$ cat config.mk
export PLATFORM = sky130hd
export DESIGN_NAME = dtc_dual_counter
export DESIGN_NICKNAME = d
export VERILOG_FILES = /design/src/design/dtc_pkg.sv /design/src/design/dtc_dual_counter.sv
export VERILOG_INCLUDE_DIRS = /design/src /design/src/design
export SDC_FILE = /design/constraint.sdc
export NUM_CORES = 1
export LEC_CHECK = 0
export BUFFER_PORTS_ARGS = -buffer_cell sky130_fd_sc_hd__buf_2
export CORE_MARGIN = 8
export CORE_UTILIZATION = 55
export CTS_CLUSTER_SIZE = 30
export DETAILED_ROUTE_END_ITERATION = 8
export GPL_TIMING_DRIVEN = 0
export MAX_ROUTING_LAYER = met4
export PLACE_DENSITY = 0.72
export SYNTH_ARGS = -nofsm -noshare
export SYNTH_HDL_FRONTEND = slang
export SYNTH_SLANG_ARGS = --single-unit
$ cat constraint.sdc
create_clock -name clk -period 3.05 [get_ports clk]
set_input_delay 0.1525 -clock clk [delete_from_list [all_inputs] [get_ports clk]]
set_output_delay 0.1525 -clock clk [all_outputs]
set_load 0.1 [all_outputs]
$ cat src/design/dtc_consts.svh
// Offsets, field positions, reset values and clock figures of the counters
// Assumes inclusion from the package only
`ifndef DTC_CONSTS_SVH
`define DTC_CONSTS_SVH
`define DTC_IDX_C0_UPPER   5'h0C
`define DTC_IDX_C0_LOWER   5'h0D
`define DTC_IDX_C0_CTRL    5'h0E
`define DTC_IDX_C1_UPPER   5'h0F
`define DTC_IDX_C1_LOWER   5'h10
`define DTC_IDX_C1_CTRL    5'h11
`define DTC_IDX_STATUS     5'h12
`define DTC_BIT_EDGE       3
`define DTC_BIT_RUN        4
`define DTC_MODE_HI        7
`define DTC_MODE_LO        6
`define DTC_CTRL_RESET     8'h08
`define DTC_CTRL_MASK      8'hD8
`define DTC_TERMINAL       16'hFFFF
`define DTC_ZERO16         16'h0000
`define DTC_ZERO8          8'h00
`define DTC_SYS_HZ         50000000
`define DTC_INSTR_DIV      4
`define DTC_SLOW_HZ        32768
`define DTC_ACC_BITS       32
`endif

$ cat src/design/dtc_pkg.sv
// Types shared by the dual counter design
// Assumes dtc_consts.svh on the include path
package dtc_pkg;
`include "dtc_consts.svh"
	typedef enum logic [1:0] {
		MODE_NONE,
		MODE_EVENT,
		MODE_TIMER,
		MODE_PULSE
	} dtc_mode_t;
	typedef enum logic [1:0] {
		PW_IDLE,
		PW_ARMED,
		PW_COUNT
	} dtc_pw_t;
	typedef struct packed {
		logic [15:0] count;
		logic [15:0] preload;
		logic [7:0]  lowBuf;
		logic [7:0]  ctrl;
		dtc_pw_t     pw;
		logic        pinSync1;
		logic        pinSync2;
		logic        pinPrev;
		logic        flag;
	} dtc_unit_t;
	typedef struct packed {
		logic [4:0]  address;
		logic        read;
		logic        write;
		logic [7:0]  writedata;
	} dtc_bus_t;
	typedef struct packed {
		dtc_unit_t [1:0]           unit;
		logic [1:0]                instrDiv;
		logic [`DTC_ACC_BITS-1:0]  slowAcc;
		logic [7:0]                readdata;
		logic                      waitrequest;
		logic                      busDone;
		logic [1:0]                irq;
		logic                      wake;
	} dtc_state_t;
endpackage

$ cat src/design/dtc_dual_counter.sv
// Two 16-bit timer/event counters behind an Avalon-MM byte register slave
// Assumes one 50 MHz clock, synchronous active-low reset, async pins
// Summary of operation
// - Two independent 16-bit up counters, selectable clocks
// - Counter zero internal clock is clk over four
// - Counter one internal clock is 32768Hz tick
// - Low byte write fills buffer only
// - High byte write loads whole preload at once
// - High read latches low count; low reads buffer
// - Bit 3 picks edge or pulse polarity
// - Bit 4 runs counter; hardware may clear
// - Bits 0-2 and 5 read zero
// - Bits 7:6 pick event, timer, pulse mode
// - Event mode counts selected pin edges
// - Count up toward FFFFH while running
// - Overflow reloads preload and sets flag
// - Pulse mode counts between edge and return
// - One measurement, then hold until rerun
// - Pulse start needs an edge, not level
// - Pulse overflow reloads, flags, keeps measuring
// - Event and timer modes never self-clear run
// - Overflow raises wake-up output
// - Interrupt enable low blocks overflow request
// - Stopped counter loads with preload write
`timescale 1ns/1ps
module dtc_dual_counter
	import dtc_pkg::*;
(
	input  wire logic        clk,
	input  wire logic        rst_n,
	input  wire logic [4:0]  address,
	input  wire logic        read,
	input  wire logic        write,
	input  wire logic [7:0]  writedata,
	output logic      [7:0]  readdata,
	output logic             waitrequest,
	input  wire logic [1:0]  countPin,
	input  wire logic [1:0]  irqEnable,
	input  wire logic [1:0]  flagClear,
	output logic      [1:0]  overflowFlag,
	output logic      [1:0]  irqRequest,
	output logic             wakeup
);
	import dtc_pkg::*;

	////////////////////////////////////////////////////////////////////////
	// Slow tick comes from a phase accumulator; jitter of one clk is
	// accepted in exchange for needing no second clock domain
	localparam logic [`DTC_ACC_BITS-1:0] SLOW_STEP =
		`DTC_ACC_BITS'((64'(`DTC_SLOW_HZ) << `DTC_ACC_BITS) / `DTC_SYS_HZ);
	localparam logic [1:0] DIV_LAST = 2'(`DTC_INSTR_DIV - 1);

	dtc_state_t state;
	dtc_state_t next_state;

	function automatic dtc_mode_t modeOf(input logic [7:0] c);
		unique case (c[`DTC_MODE_HI:`DTC_MODE_LO])
			2'h1: modeOf = MODE_EVENT;
			2'h2: modeOf = MODE_TIMER;
			2'h3: modeOf = MODE_PULSE;
			2'h0: modeOf = MODE_NONE;
		endcase
	endfunction

	function automatic logic [4:0] idxOf(input int u, input int k);
		logic [4:0] base;
		base = (u == 0) ? `DTC_IDX_C0_UPPER : `DTC_IDX_C1_UPPER;
		idxOf = base + 5'(k);
	endfunction

	////////////////////////////////////////////////////////////////////////
	always_comb begin
		logic        tick;
		logic        slowTick;
		logic [`DTC_ACC_BITS:0] accSum;
		logic        accept;
		logic        rise;
		logic        fall;
		logic        actEdge;
		logic        retEdge;
		logic        inc;
		logic        running;
		logic        ovf;
		dtc_mode_t   md;
		dtc_unit_t   cu;
		next_state = state;
		tick = 1'b0;
		rise = 1'b0;
		fall = 1'b0;
		actEdge = 1'b0;
		retEdge = 1'b0;
		inc = 1'b0;
		running = 1'b0;
		ovf = 1'b0;
		md = MODE_NONE;
		cu = state.unit[0];
		slowTick = 1'b0;
		accSum = '0;
		accept = 1'b0;

		next_state.instrDiv = state.instrDiv + 2'h1;
		accSum = {1'b0, state.slowAcc} + {1'b0, SLOW_STEP};
		next_state.slowAcc = accSum[`DTC_ACC_BITS-1:0];
		slowTick = accSum[`DTC_ACC_BITS];

		// Accept one access per request; waitrequest drops for one cycle
		next_state.waitrequest = 1'b1;
		next_state.busDone = 1'b0;
		accept = (read || write) && !state.busDone;
		if (accept) begin
			next_state.waitrequest = 1'b0;
			next_state.busDone = 1'b1;
			next_state.readdata = `DTC_ZERO8;
		end
		next_state.wake = 1'b0;

		for (int u = 0; u < 2; u++) begin
			cu = state.unit[u];
			md = modeOf(cu.ctrl);
			cu.pinSync1 = countPin[u];
			cu.pinSync2 = state.unit[u].pinSync1;
			cu.pinPrev = state.unit[u].pinSync2;
			rise = state.unit[u].pinSync2 && !state.unit[u].pinPrev;
			fall = !state.unit[u].pinSync2 && state.unit[u].pinPrev;
			actEdge = cu.ctrl[`DTC_BIT_EDGE] ? fall : rise;
			retEdge = cu.ctrl[`DTC_BIT_EDGE] ? rise : fall;
			// Pulse polarity: edge 1 = high pulse, so start on rise
			if (md == MODE_PULSE) begin
				actEdge = cu.ctrl[`DTC_BIT_EDGE] ? rise : fall;
				retEdge = cu.ctrl[`DTC_BIT_EDGE] ? fall : rise;
			end
			tick = (u == 0) ? (state.instrDiv == DIV_LAST) : slowTick;
			running = cu.ctrl[`DTC_BIT_RUN];

			unique case (md)
				MODE_EVENT: inc = running && actEdge;
				MODE_TIMER: inc = running && tick;
				MODE_PULSE: begin
					inc = 1'b0;
					unique case (cu.pw)
						PW_IDLE: begin
							// Arm only on a fresh run; level alone never starts
							if (running) begin
								cu.pw = PW_ARMED;
							end
						end
						PW_ARMED: begin
							if (!running) begin
								cu.pw = PW_IDLE;
							end else if (actEdge) begin
								cu.pw = PW_COUNT;
							end
						end
						PW_COUNT: begin
							inc = tick;
							if (!running) begin
								cu.pw = PW_IDLE;
								inc = 1'b0;
							end else if (retEdge) begin
								// Stop, hold result, await new run
								cu.ctrl[`DTC_BIT_RUN] = 1'b0;
								cu.pw = PW_IDLE;
								inc = 1'b0;
							end
						end
					endcase
				end
				MODE_NONE: inc = 1'b0;
			endcase
			if (md != MODE_PULSE) begin
				cu.pw = PW_IDLE;
			end

			ovf = inc && (cu.count == `DTC_TERMINAL);
			if (ovf) begin
				cu.count = cu.preload;
			end else if (inc) begin
				cu.count = cu.count + 16'h0001;
			end
			if (flagClear[u]) begin
				cu.flag = 1'b0;
			end
			if (ovf) begin
				cu.flag = 1'b1;
				next_state.wake = 1'b1;
			end

			if (accept && write) begin
				if (address == idxOf(u, 1)) begin
					cu.lowBuf = writedata;
				end else if (address == idxOf(u, 0)) begin
					cu.preload = {writedata, cu.lowBuf};
					if (!cu.ctrl[`DTC_BIT_RUN]) begin
						cu.count = {writedata, cu.lowBuf};
					end
				end else if (address == idxOf(u, 2)) begin
					cu.ctrl = writedata & `DTC_CTRL_MASK;
					if (!writedata[`DTC_BIT_RUN]) begin
						cu.pw = PW_IDLE;
					end
				end
			end
			if (accept && read) begin
				// Software must read upper first for a coherent pair
				if (address == idxOf(u, 0)) begin
					next_state.readdata = state.unit[u].count[15:8];
					cu.lowBuf = state.unit[u].count[7:0];
				end else if (address == idxOf(u, 1)) begin
					next_state.readdata = state.unit[u].lowBuf;
				end else if (address == idxOf(u, 2)) begin
					next_state.readdata = state.unit[u].ctrl
						& `DTC_CTRL_MASK;
				end
			end
			next_state.unit[u] = cu;
			next_state.irq[u] = cu.flag && irqEnable[u];
		end
		if (accept && read && address == `DTC_IDX_STATUS) begin
			next_state.readdata = {6'h00, state.unit[1].flag,
				state.unit[0].flag};
		end
	end

	////////////////////////////////////////////////////////////////////////
	always_ff @(posedge clk) begin
		if (!rst_n) begin
			state <= '0;
			state.waitrequest <= 1'b1;
			for (int u = 0; u < 2; u++) begin
				state.unit[u].ctrl <= `DTC_CTRL_RESET;
				state.unit[u].count <= `DTC_ZERO16;
				state.unit[u].preload <= `DTC_ZERO16;
			end
		end else begin
			state <= next_state;
		end
	end

	assign readdata = state.readdata;
	assign waitrequest = state.waitrequest;
	assign overflowFlag = {state.unit[1].flag, state.unit[0].flag};
	assign irqRequest = state.irq;
	assign wakeup = state.wake;
endmodule

==> results of run 1 <==
-- power by group --
part           total [µW]  internal, µW  switching [µW]
Sequential           2110          2010            96.6
Clock                2350          1540             812
Combinational         471           176             295
-- worst max-delay path, cell delays in order (launching register included) --
cell       delay [ns]
dfxtp_1          0.40
ha_1             0.28
xnor2_2          0.16
mux2i_1          0.19
a2111oi_4        0.51
nor2_2           0.20
or3_1            0.52
nand3_1          0.29
o221ai_1         0.17
-- logic make-up after synthesis --
family | Yosys count | share of synthesized area, %
compound gates | 219 | 19.6
xor+xnor | 43 | 5.26
fa+ha+maj | 12 | 2.05
buf+inv | 77 | 4.67
flops | 147 | 40.3
mux | 36 | 4.93
simple gates | 355 | 23.3
-- layout make-up --
type / instances / area, µm² / share of cell area, %
inverter: 19 / 71.3 / 0.850
multi-input combinational: 665 / 4030 / 48.0
timing repair buffer: 38 / 210 / 2.50
clock buffer: 19 / 443 / 5.28
clock inverter: 10 / 208 / 2.47
tap: 176 / 220 / 2.62
sequential: 147 / 2940 / 35.1
buffer: 58 / 270 / 3.22
-- final timing paths --
path,start,endpoint,slack (ns),cells past startpoint
max,state[60]$_SDFFE_PN0P_,state[88]$_SDFF_PN0_,0.20,8
min,flagClear[0],overflowFlag[0]$_SDFF_PN0_,0.009,3
max reg2reg,state[60]$_SDFFE_PN0P_,state[88]$_SDFF_PN0_,0.20,8
min reg2reg,next_state[103]$_SDFF_PN0_,next_state[102]$_SDFF_PN0_,0.42,1
-- metal layers --
metal  vias up  part of all wire (%)  global-route usage, %
met5         -                     0                      -
met4         0                   2.6                   9.83
met3        51                    10                   5.98
met2       366                    44                   38.7
met1      3187                    44                   33.3
li1       3280                     -                      -
-- cell usage in the layout, fill, tap and decap left out, types with 4 or more instances in the layout --
cell type	instances
dfxtp_1	147
nand2_1	129
nor2_1	87
a21oi_1	82
clkbuf_1	40
buf_2	40
mux2i_1	36
o21ai_0	34
xnor2_1	29
nand3_1	27
a211oi_1	23
inv_1	18
clkbuf_16	17
and3_1	16
and2_1	16
nand4_1	15
a31oi_1	14
xor2_1	13
nor3_1	12
ha_1	12
buf_4	12
o211ai_1	11
nor2b_1	9
a222oi_1	9
nand2b_1	8
o221ai_1	8
o22ai_1	6
bufinv_16	6
or3_1	5
nor3b_1	5
o31ai_1	5
or4_1	5
o21bai_1	4
dlygate4sd3_1	4
-- flip-flops by register name, indices dropped and copies added, names as in the netlist --
register,count
irqRequest,2
next_state,4
overflowFlag,2
readdata,8
state,129
waitrequest,1
wakeup,1
-- stage by stage --
step,instances,hold slack (ns)
CTS,1132,0.00261
global placement,1099,0.361
floorplan,889,0.274
global route,1132,0.0419
finish,1132,0.00933
detailed placement,1099,0.370
-- what timing repair did --
item / in CTS / in global routing
gates resized for setup: 0 / 1
setup endpoints to repair: 0 / 3
hold endpoints to repair: 4 / 0
hold buffers: 4 / 0
==> impl_metrics.ini, run 1 <==
[placed_design]
dp_hpwl_um = 15400
place_ws_ns = 0.248
io_buffers = 34
postPlaceCellArea_um2 = 7700
place_congestion = 0.963

[logic_synthesis]
synth.distinct_cells = 60
post_synth.cell_area_avg_um2 = 8.22
yosys.area.top_type = dfxtp_1
yosysWarnings = 0
synth_async_sr_flop_share_pct = 0
syn-instance-count = 889
synth_area_leaders = dfxtp_1 40%, nand2_1 6.6%, a21oi_1 5.6%
synth_nets = 924
synth_flop_cell = dfxtp_1
synth-seq-area-share_pct = 40.3
ys_seq_elements = 147
syn_area_um2 = 7310
yosys-top-cells-count = 147 x dfxtp_1, 129 x nand2_1, 87 x nor2_1
netlist.area_leader.share_pct = 40.3
synth_edf_count = 0
synth.most_common_cell = dfxtp_1

[clock_network]
cts_sinks = 147
clk_pin_slew_worst_paths_ns = 0.06
clockBufferDepth = 2
cts_setup_buffers = 0
htree_num_levels = 4
cts_root_buf = clkbuf_16
cts_made_buffers = 17
cts_tree = done
insertion_delay_ns = 0.43

[detailed_routing]
drt-initial-drc-count = 825
ant_nets = 0
drt-total-wl_um = 21800
drt-vias-per-instance = 6.08
dr.pass1.iters = 8
routed-via-count = 6884
wl_per_cell_um = 19.3
drc = 0

[global_route]
grt_pass1_vias = 6461
grt_overflow = 0
antenna_found_initial = 0
grt_pass1_wl_um = 34900
grt_use_total_pct = 25.8
grt_max_degree = 17

[timing]
finalMaxSlewViolations = 0
tightest_slew_ns = 1.23
fin_ws_ns = 0.198
fin_setup_tns_ns = 0
period_minus_slack_ns = 2.85
setup_viol = 0
hold_viol_final = 0
post-route-period-util_pct = 93.5
max_clock_freq_mhz = 351
relSlewSlack_pct = 17.6
rsz0062_at_grt = false
clock_skew_ns = 0.0119

[cells_and_area]
n_antenna_cell = 0
finalInstanceArea_um2 = 8390
num-fill-cells = 1150
synthToLayoutAreaGrowth_pct = 14.9
utilization_pct = 64.2
drive_gt1_share_pct = 10.1
num-nets-final = 981

[power_and_ir_drop]
p_leak_uw = 0.00294
powerDensity_nw_per_um2 = 588
power_uw = 4930
ir_worst_vdd_mv = 0.498

[floorplan]
dieArea_um2 = 17200
die_h_um = 131
start_util_pct = 55.8
die_w_um = 131
core-area_um2 = 13100
rows = 42
io_pins = 37

[critical_path]
worst_setup_path_start_kind = flip-flop
cp.required_ns = 3.33
endpoint_kind = flip-flop
crit_path_max_fanout = 10
arrival_ns = 3.13
path_class = reg2reg

[worst_hold_path]
hold_path.class = in2reg

[outcome]
status = completed

[run]
drv_cap = 0
Note: power is estimated with default switching activity, not from simulation.
==> run 2: changes to the inputs <==
CORE_UTILIZATION = 35   (was 55)
PLACE_DENSITY = 0.49   (was 0.72)
==> run 2 against run 1 <==
  * Worst hold slack better by 0.0035 ns
  * Critical endpoint is now state[90]$_SDFF_PN0_
  * Global-route usage is 7.0 points lower
  * Register-to-register slack worse by 0.02 ns
  * Die area is 49% higher
  * Power is 1.5% higher
  * Critical path depth stayed put
  * Critical path type unchanged
==> impl_metrics.ini, run 2 (synthesized netlist as in run 1, its figures left out) <==
[outcome]
status = completed

[critical_path]
arrival_ns = 3.15
crit_slowest_cell = a2111oi_4
cp.required_ns = 3.33
crit_path_max_fanout = 10
worstSetupStartpoint = state[59]$_SDFFE_PN0P_
endpoint_kind = flip-flop
crit_family = simple AND/OR/NAND/NOR gates
max_stage_delay_ns = 0.58
cp_cell_sequence = ha_1 -> xnor2_2 -> mux2i_1 -> a2111oi_4 -> nor2_4 -> or3_1 -> nand3_1 -> o221ai_1
path_class = reg2reg
r2r_end = state[90]$_SDFF_PN0_
worst-path-buf-inv = 0
rr_startpoint = state[59]$_SDFFE_PN0P_
r2r_cells = 8
worst-r2r-setup-slack_ns = 0.18
worst_setup_path_start_kind = flip-flop

[global_route]
grt_most_used_layer = met2
grt_use_met1_pct = 25.4
grt_pass1_vias = 6210
use_met2_pct = 27.9
antenna_found_initial = 2
grt_pass1_wl_um = 36800
gr-usage-met3_pct = 3.71
grt_max_degree = 17
grt_overflow = 0
grt_use_total_pct = 18.8

[floorplan]
rows = 53
core-area_um2 = 20800
die_w_um = 160
dieArea_um2 = 25800
io_pins = 37
start_util_pct = 35.2
die_h_um = 160

[detailed_routing]
drt-initial-drc-count = 565
wl_per_cell_um = 18.7
drt-vias-per-instance = 5.32
dr.pass1.iters = 6
drt-total-wl_um = 23200
ant_nets = 0
drc = 0
routed-via-count = 6592

[timing]
tightest_slew_ns = 1.24
setup_viol = 0
hold_viol_final = 0
finalMaxSlewViolations = 0
post-route-period-util_pct = 94.0
max_clock_freq_mhz = 349
period_minus_slack_ns = 2.87
rsz0062_at_grt = false
fin_setup_tns_ns = 0
relSlewSlack_pct = 16.6
clock_skew_ns = 0.00799

[cells_and_area]
seqCellArea_um2 = 2940
top_register = state
multi_input_area_um2 = 4030
drive_gt1_share_pct = 10.6
finalInstanceArea_um2 = 8570
num-fill-cells = 2152
synthToLayoutAreaGrowth_pct = 17.3
final_cell_mix = 147 x dfxtp_1, 129 x nand2_1, 87 x nor2_1
num-nets-final = 984
final_common_cell = dfxtp_1
largest_reg_flops = 129

[power_and_ir_drop]
p_leak_uw = 0.00298
ir_worst_vdd_mv = 0.349
powerDensity_nw_per_um2 = 585

[clock_network]
cts_sinks = 147
htree_num_levels = 4
clk_pin_slew_worst_paths_ns = 0.07
insertion_delay_ns = 0.43
cts_root_buf = clkbuf_16
cts_tree = done
cts_made_buffers = 17
clockBufferDepth = 2

[worst_hold_path]
hold_path.class = in2reg
holdPathEnd = overflowFlag[0]$_SDFF_PN0_
min_path_cells = 3
hold_start = flagClear[0]

[placed_design]
io_buffers = 34
dp_hpwl_um = 16900
postPlaceCellArea_um2 = 7830
place_congestion = 0.859

[run]
drv_cap = 0
[run 2: cell types whose count changed in the layout (fill, tap and decap cells not counted), sizes merged]
cell      delta
clkinvlp     -1
clkinv       +4
buf          +3
diode        +2
[run 2: stage by stage]
step           util (%)  power [µW]  setup WS, ns  instances  hold slack [ns]
2_1_floorplan         -        2470         0.741        889            0.274
3_3_place_gp       37.7        2620         0.187       1198            0.364
3_5_place_dp       37.7        2620         0.195       1199            0.359
4_1_cts            41.2        5040         0.180       1235          0.00202
5_1_grt            41.3        5200        0.0100       1239           0.0246
6_report           41.3        5010         0.183       1239           0.0129
[run 2: layout make-up]
cell class | instances | area share [%]
multi-input combinational | 665 | 47.0
sequential | 147 | 34.3
clock buffer | 19 | 5.17
tap | 275 | 4.02
buffer | 58 | 3.15
timing repair buffer | 41 | 2.72
clock inverter | 13 | 2.70
inverter | 19 | 0.832
antenna | 2 | 0.0584
[run 2: where the power goes]
group	internal (µW)	total (µW)	switching, µW
Clock	1560	2430	875
Combinational	174	471	297
Sequential	2010	2110	94.0
Total	3740	5010	1270
[run 2: worst reg2reg max path, delay by kind of cell, from the launching register on]
family | cells | cell delay [ns]
flip-flops | 1 | 0.42
XOR/XNOR | 1 | 0.16
AO/OA/AOI/OAI | 2 | 0.77
adder cells (fa/ha/maj) | 1 | 0.29
multiplexers | 1 | 0.18
AND/OR/NAND/NOR | 3 | 0.91
[run 2: how the worst max path moves through the flow]
stage	endpoint	cells past startpoint	slack [ns]
floorplan	state[88]$_SDFF_PN0_	8	0.74
global placement	state[85]$_SDFF_PN0_	8	0.19
detailed placement	state[85]$_SDFF_PN0_	8	0.20
CTS	state[85]$_SDFF_PN0_	8	0.18
global route	state[92]$_SDFF_PN0_	8	0.01
finish	state[90]$_SDFF_PN0_	8	0.18
[run 2: per-layer routing]
metal | routed length [µm] | share of wire [%]
met1 | 11400 | 49
met2 | 10200 | 44
met3 | 1300 | 5.6
met4 | 345 | 1.5
met5 | 0 | 0
[run 2: what timing repair did]
| item | in CTS | in global routing |
|---|---|---|
| resized for setup | 0 | 1 |
| buffers inserted | 0 | 2 |
| endpoints found under the setup margin | 0 | 4 |
| hold buffers | 4 | 0 |
| hold endpoints to repair | 4 | 0 |
==> run 3: changes to the inputs <==
--- a/config.mk
+++ b/config.mk
@@ -7,6 +7,7 @@
 export NUM_CORES = 1
 export LEC_CHECK = 0
+export ABC_AREA = 1
 export BUFFER_PORTS_ARGS = -buffer_cell sky130_fd_sc_hd__buf_2
-export CORE_MARGIN = 8
+export CORE_MARGIN = 2
 export CORE_UTILIZATION = 35
 export CTS_CLUSTER_SIZE = 30
==> constraint.sdc (replaced) <==
create_clock -name clk -period 3.05 [get_ports clk]
set_input_delay 0.915 -clock clk [delete_from_list [all_inputs] [get_ports clk]]
set_output_delay 0.915 -clock clk [all_outputs]
set_load 0.1 [all_outputs]
==> run 3 against run 2 <==
  * Die area is 4.5% lower
  * Routed wire length is 19% higher
  * Synthesized cell count is 37% higher
  * Clock power is 13% lower
  * Largest cell class unchanged
  * Largest power group unchanged
  * Highest routed layer unchanged
==> impl_metrics.ini, run 3 <==
[critical_path]
endpoint_kind = flip-flop
arrival_ns = 2.97
worst_setup_path_start_kind = primary input
cp.required_ns = 3.38
crit_path_max_fanout = 10
path_class = in2reg

[clock_network]
clockBufferDepth = 2
cts_setup_buffers = 0
holdBufCountCts = 0
insertion_delay_ns = 0.43
cts_tree = done
clk_pin_slew_worst_paths_ns = 0.06
htree_num_levels = 4
cts_resized = 0
cts_sinks = 147
cts_made_buffers = 17
cts_root_buf = clkbuf_16

[global_route]
grt_max_degree = 17
grt_use_met1_pct = 33.5
grt_pass1_wl_um = 42900
grt_most_used_layer = met2
use_met2_pct = 35.1
gr-usage-met3_pct = 4.18
antenna_found_initial = 2
grt_pass1_vias = 7432
grt_overflow = 0
grt_use_total_pct = 23.9

[floorplan]
dieArea_um2 = 24600
start_util_pct = 35.9
die_h_um = 157
die_w_um = 157
io_pins = 37
rows = 55
core-area_um2 = 22800

[logic_synthesis]
synth-seq-area-share_pct = 36.0
yosys.area.top_type = dfxtp_1
syn_area_um2 = 8170
syn-instance-count = 1218
synth_nets = 1253
ys_seq_elements = 147
netlist.area_leader.share_pct = 36.0
synth_area_leaders = dfxtp_1 36%, nand2_1 12%, inv_1 7.4%
synth_async_sr_flop_share_pct = 0
yosys-top-cells-count = 252 x nand2_1, 161 x inv_1, 147 x dfxtp_1
synth_edf_count = 0
post_synth.cell_area_avg_um2 = 6.71
synth.distinct_cells = 48
yosysWarnings = 0
synth.most_common_cell = nand2_1
synth_flop_cell = dfxtp_1

[detailed_routing]
drt-vias-per-instance = 5.04
wl_per_cell_um = 17.3
drt-initial-drc-count = 747
dr.pass1.iters = 7
drc = 0
ant_nets = 0
routed-via-count = 8063
drt-total-wl_um = 27700

[placed_design]
postPlaceCellArea_um2 = 8740
dp_hpwl_um = 20800
place_congestion = 0.932
io_buffers = 36

[outcome]
status = completed

[timing]
tightest_slew_ns = 0.866
hold_viol_final = 0
period_minus_slack_ns = 2.64
finalMaxSlewViolations = 0
setup_viol = 0
rsz0062_at_grt = false
max_clock_freq_mhz = 379
post-route-period-util_pct = 86.5
clock_skew_ns = 0.0118
relSlewSlack_pct = 42.2

[power_and_ir_drop]
p_comb_share_pct = 9.2
power.internal_uw = 3340
netSwitchingFraction_pct = 27.3
switching_power_uw = 1250
ir_worst_vdd_mv = 0.317
p_leak_uw = 0.00421
pwr-share-clk_pct = 46.1
power_frac_seq_pct = 44.7
powerDensity_nw_per_um2 = 492

[cells_and_area]
top_register = state
num-nets-final = 1308
n_antenna_cell = 0
synthToLayoutAreaGrowth_pct = 14.1
drive_gt1_share_pct = 11.4
final_common_cell = nand2_1
largest_reg_flops = 129
finalInstanceArea_um2 = 9320
final_cell_mix = 252 x nand2_1, 161 x inv_1, 147 x dfxtp_1
utilization_pct = 40.9

[run]
drv_cap = 0

[worst_hold_path]
hold_path.class = reg2reg
run 3: cell count changes in the layout (fill, tap and decap cells not counted), sizes merged, moves of 19 or more:
| cell | previous run | this run |
|---|---|---|
| inv | 19 | 179 |
| nand2 | 129 | 266 |
| nand3 | 28 | 112 |
| o21ai | 34 | 95 |
| nor2 | 88 | 141 |
| mux2i | 36 | 0 |
| xnor2 | 30 | 3 |
| a211oi | 23 | 3 |
| clkbuf | 58 | 39 |
run 3: kinds of logic after synthesis:
family,after synthesis,share of synthesized area [%]
simple gates,565,31.1
fa+ha+maj,12,1.84
xor+xnor,26,2.79
flops,147,36.0
buf+inv,225,11.3
compound gates,243,16.9
run 3: worst max-delay path, cell delays in order:
cell	delay, ns
buf_2	0.07
inv_1	0.07
a21oi_2	0.18
inv_2	0.12
nor2_1	0.31
inv_2	0.14
nor2_2	0.29
nand2_2	0.24
buf_2	0.28
o21ai_0	0.18
inv_1	0.06
nand2_1	0.06
inv_1	0.03
run 3: cell type report:
type                    count  area [µm²]
fillers                  2474       13500
inverters                 179         672
flip-flops and latches    147        2940
clock buffers              20         447
plain buffers              46         250
multi-input cells         846        4310
well taps                 313         392
repair buffers             36         180
clock inverters            12         131
run 3: power groups by stage:
stage / sequential [µW] / clock [µW] / combinational, µW
after floorplan: 2080 / 0 / 280
after global placement: 2100 / 0 / 417
after detailed placement: 2090 / 0 / 420
after CTS: 2050 / 2150 / 421
after global routing: 2060 / 2240 / 478
final: 2050 / 2120 / 420
run 3: routing by layer:
metal	wire (µm)	part of all wire, %	vias up
met5	0	0	-
met4	583	2.1	0
met3	1650	6.0	29
met2	12000	43	226
met1	13500	49	3729
li1	-	-	4079
run 3: worst paths after layout:
path	startpoint	endpoint	slack (ns)	cells past startpoint
setup / recovery	write	state[150]$_SDFF_PN0_	0.41	13
hold / removal	next_state[49]$_SDFF_PN0_	next_state[48]$_SDFF_PN0_	0.42	2
setup reg to reg	state[114]$_SDFFE_PN0P_	state[150]$_SDFF_PN0_	0.60	9
hold reg to reg	next_state[49]$_SDFF_PN0_	next_state[48]$_SDFF_PN0_	0.42	2
run 3: metrics by stage:
stage	total power [µW]	instances	hold WS [ns]	setup slack, ns	TNS, ns
3_3_place_gp	2510	1567	0.399	-0.0228	-0.0228
4_1_cts	4620	1599	0.422	0.478	0
2_1_floorplan	2360	1218	0.390	0.756	0
5_1_grt	4780	1599	0.459	0.331	0
6_report	4590	1599	0.416	0.412	0
3_5_place_dp	2510	1567	0.405	0.0277	0
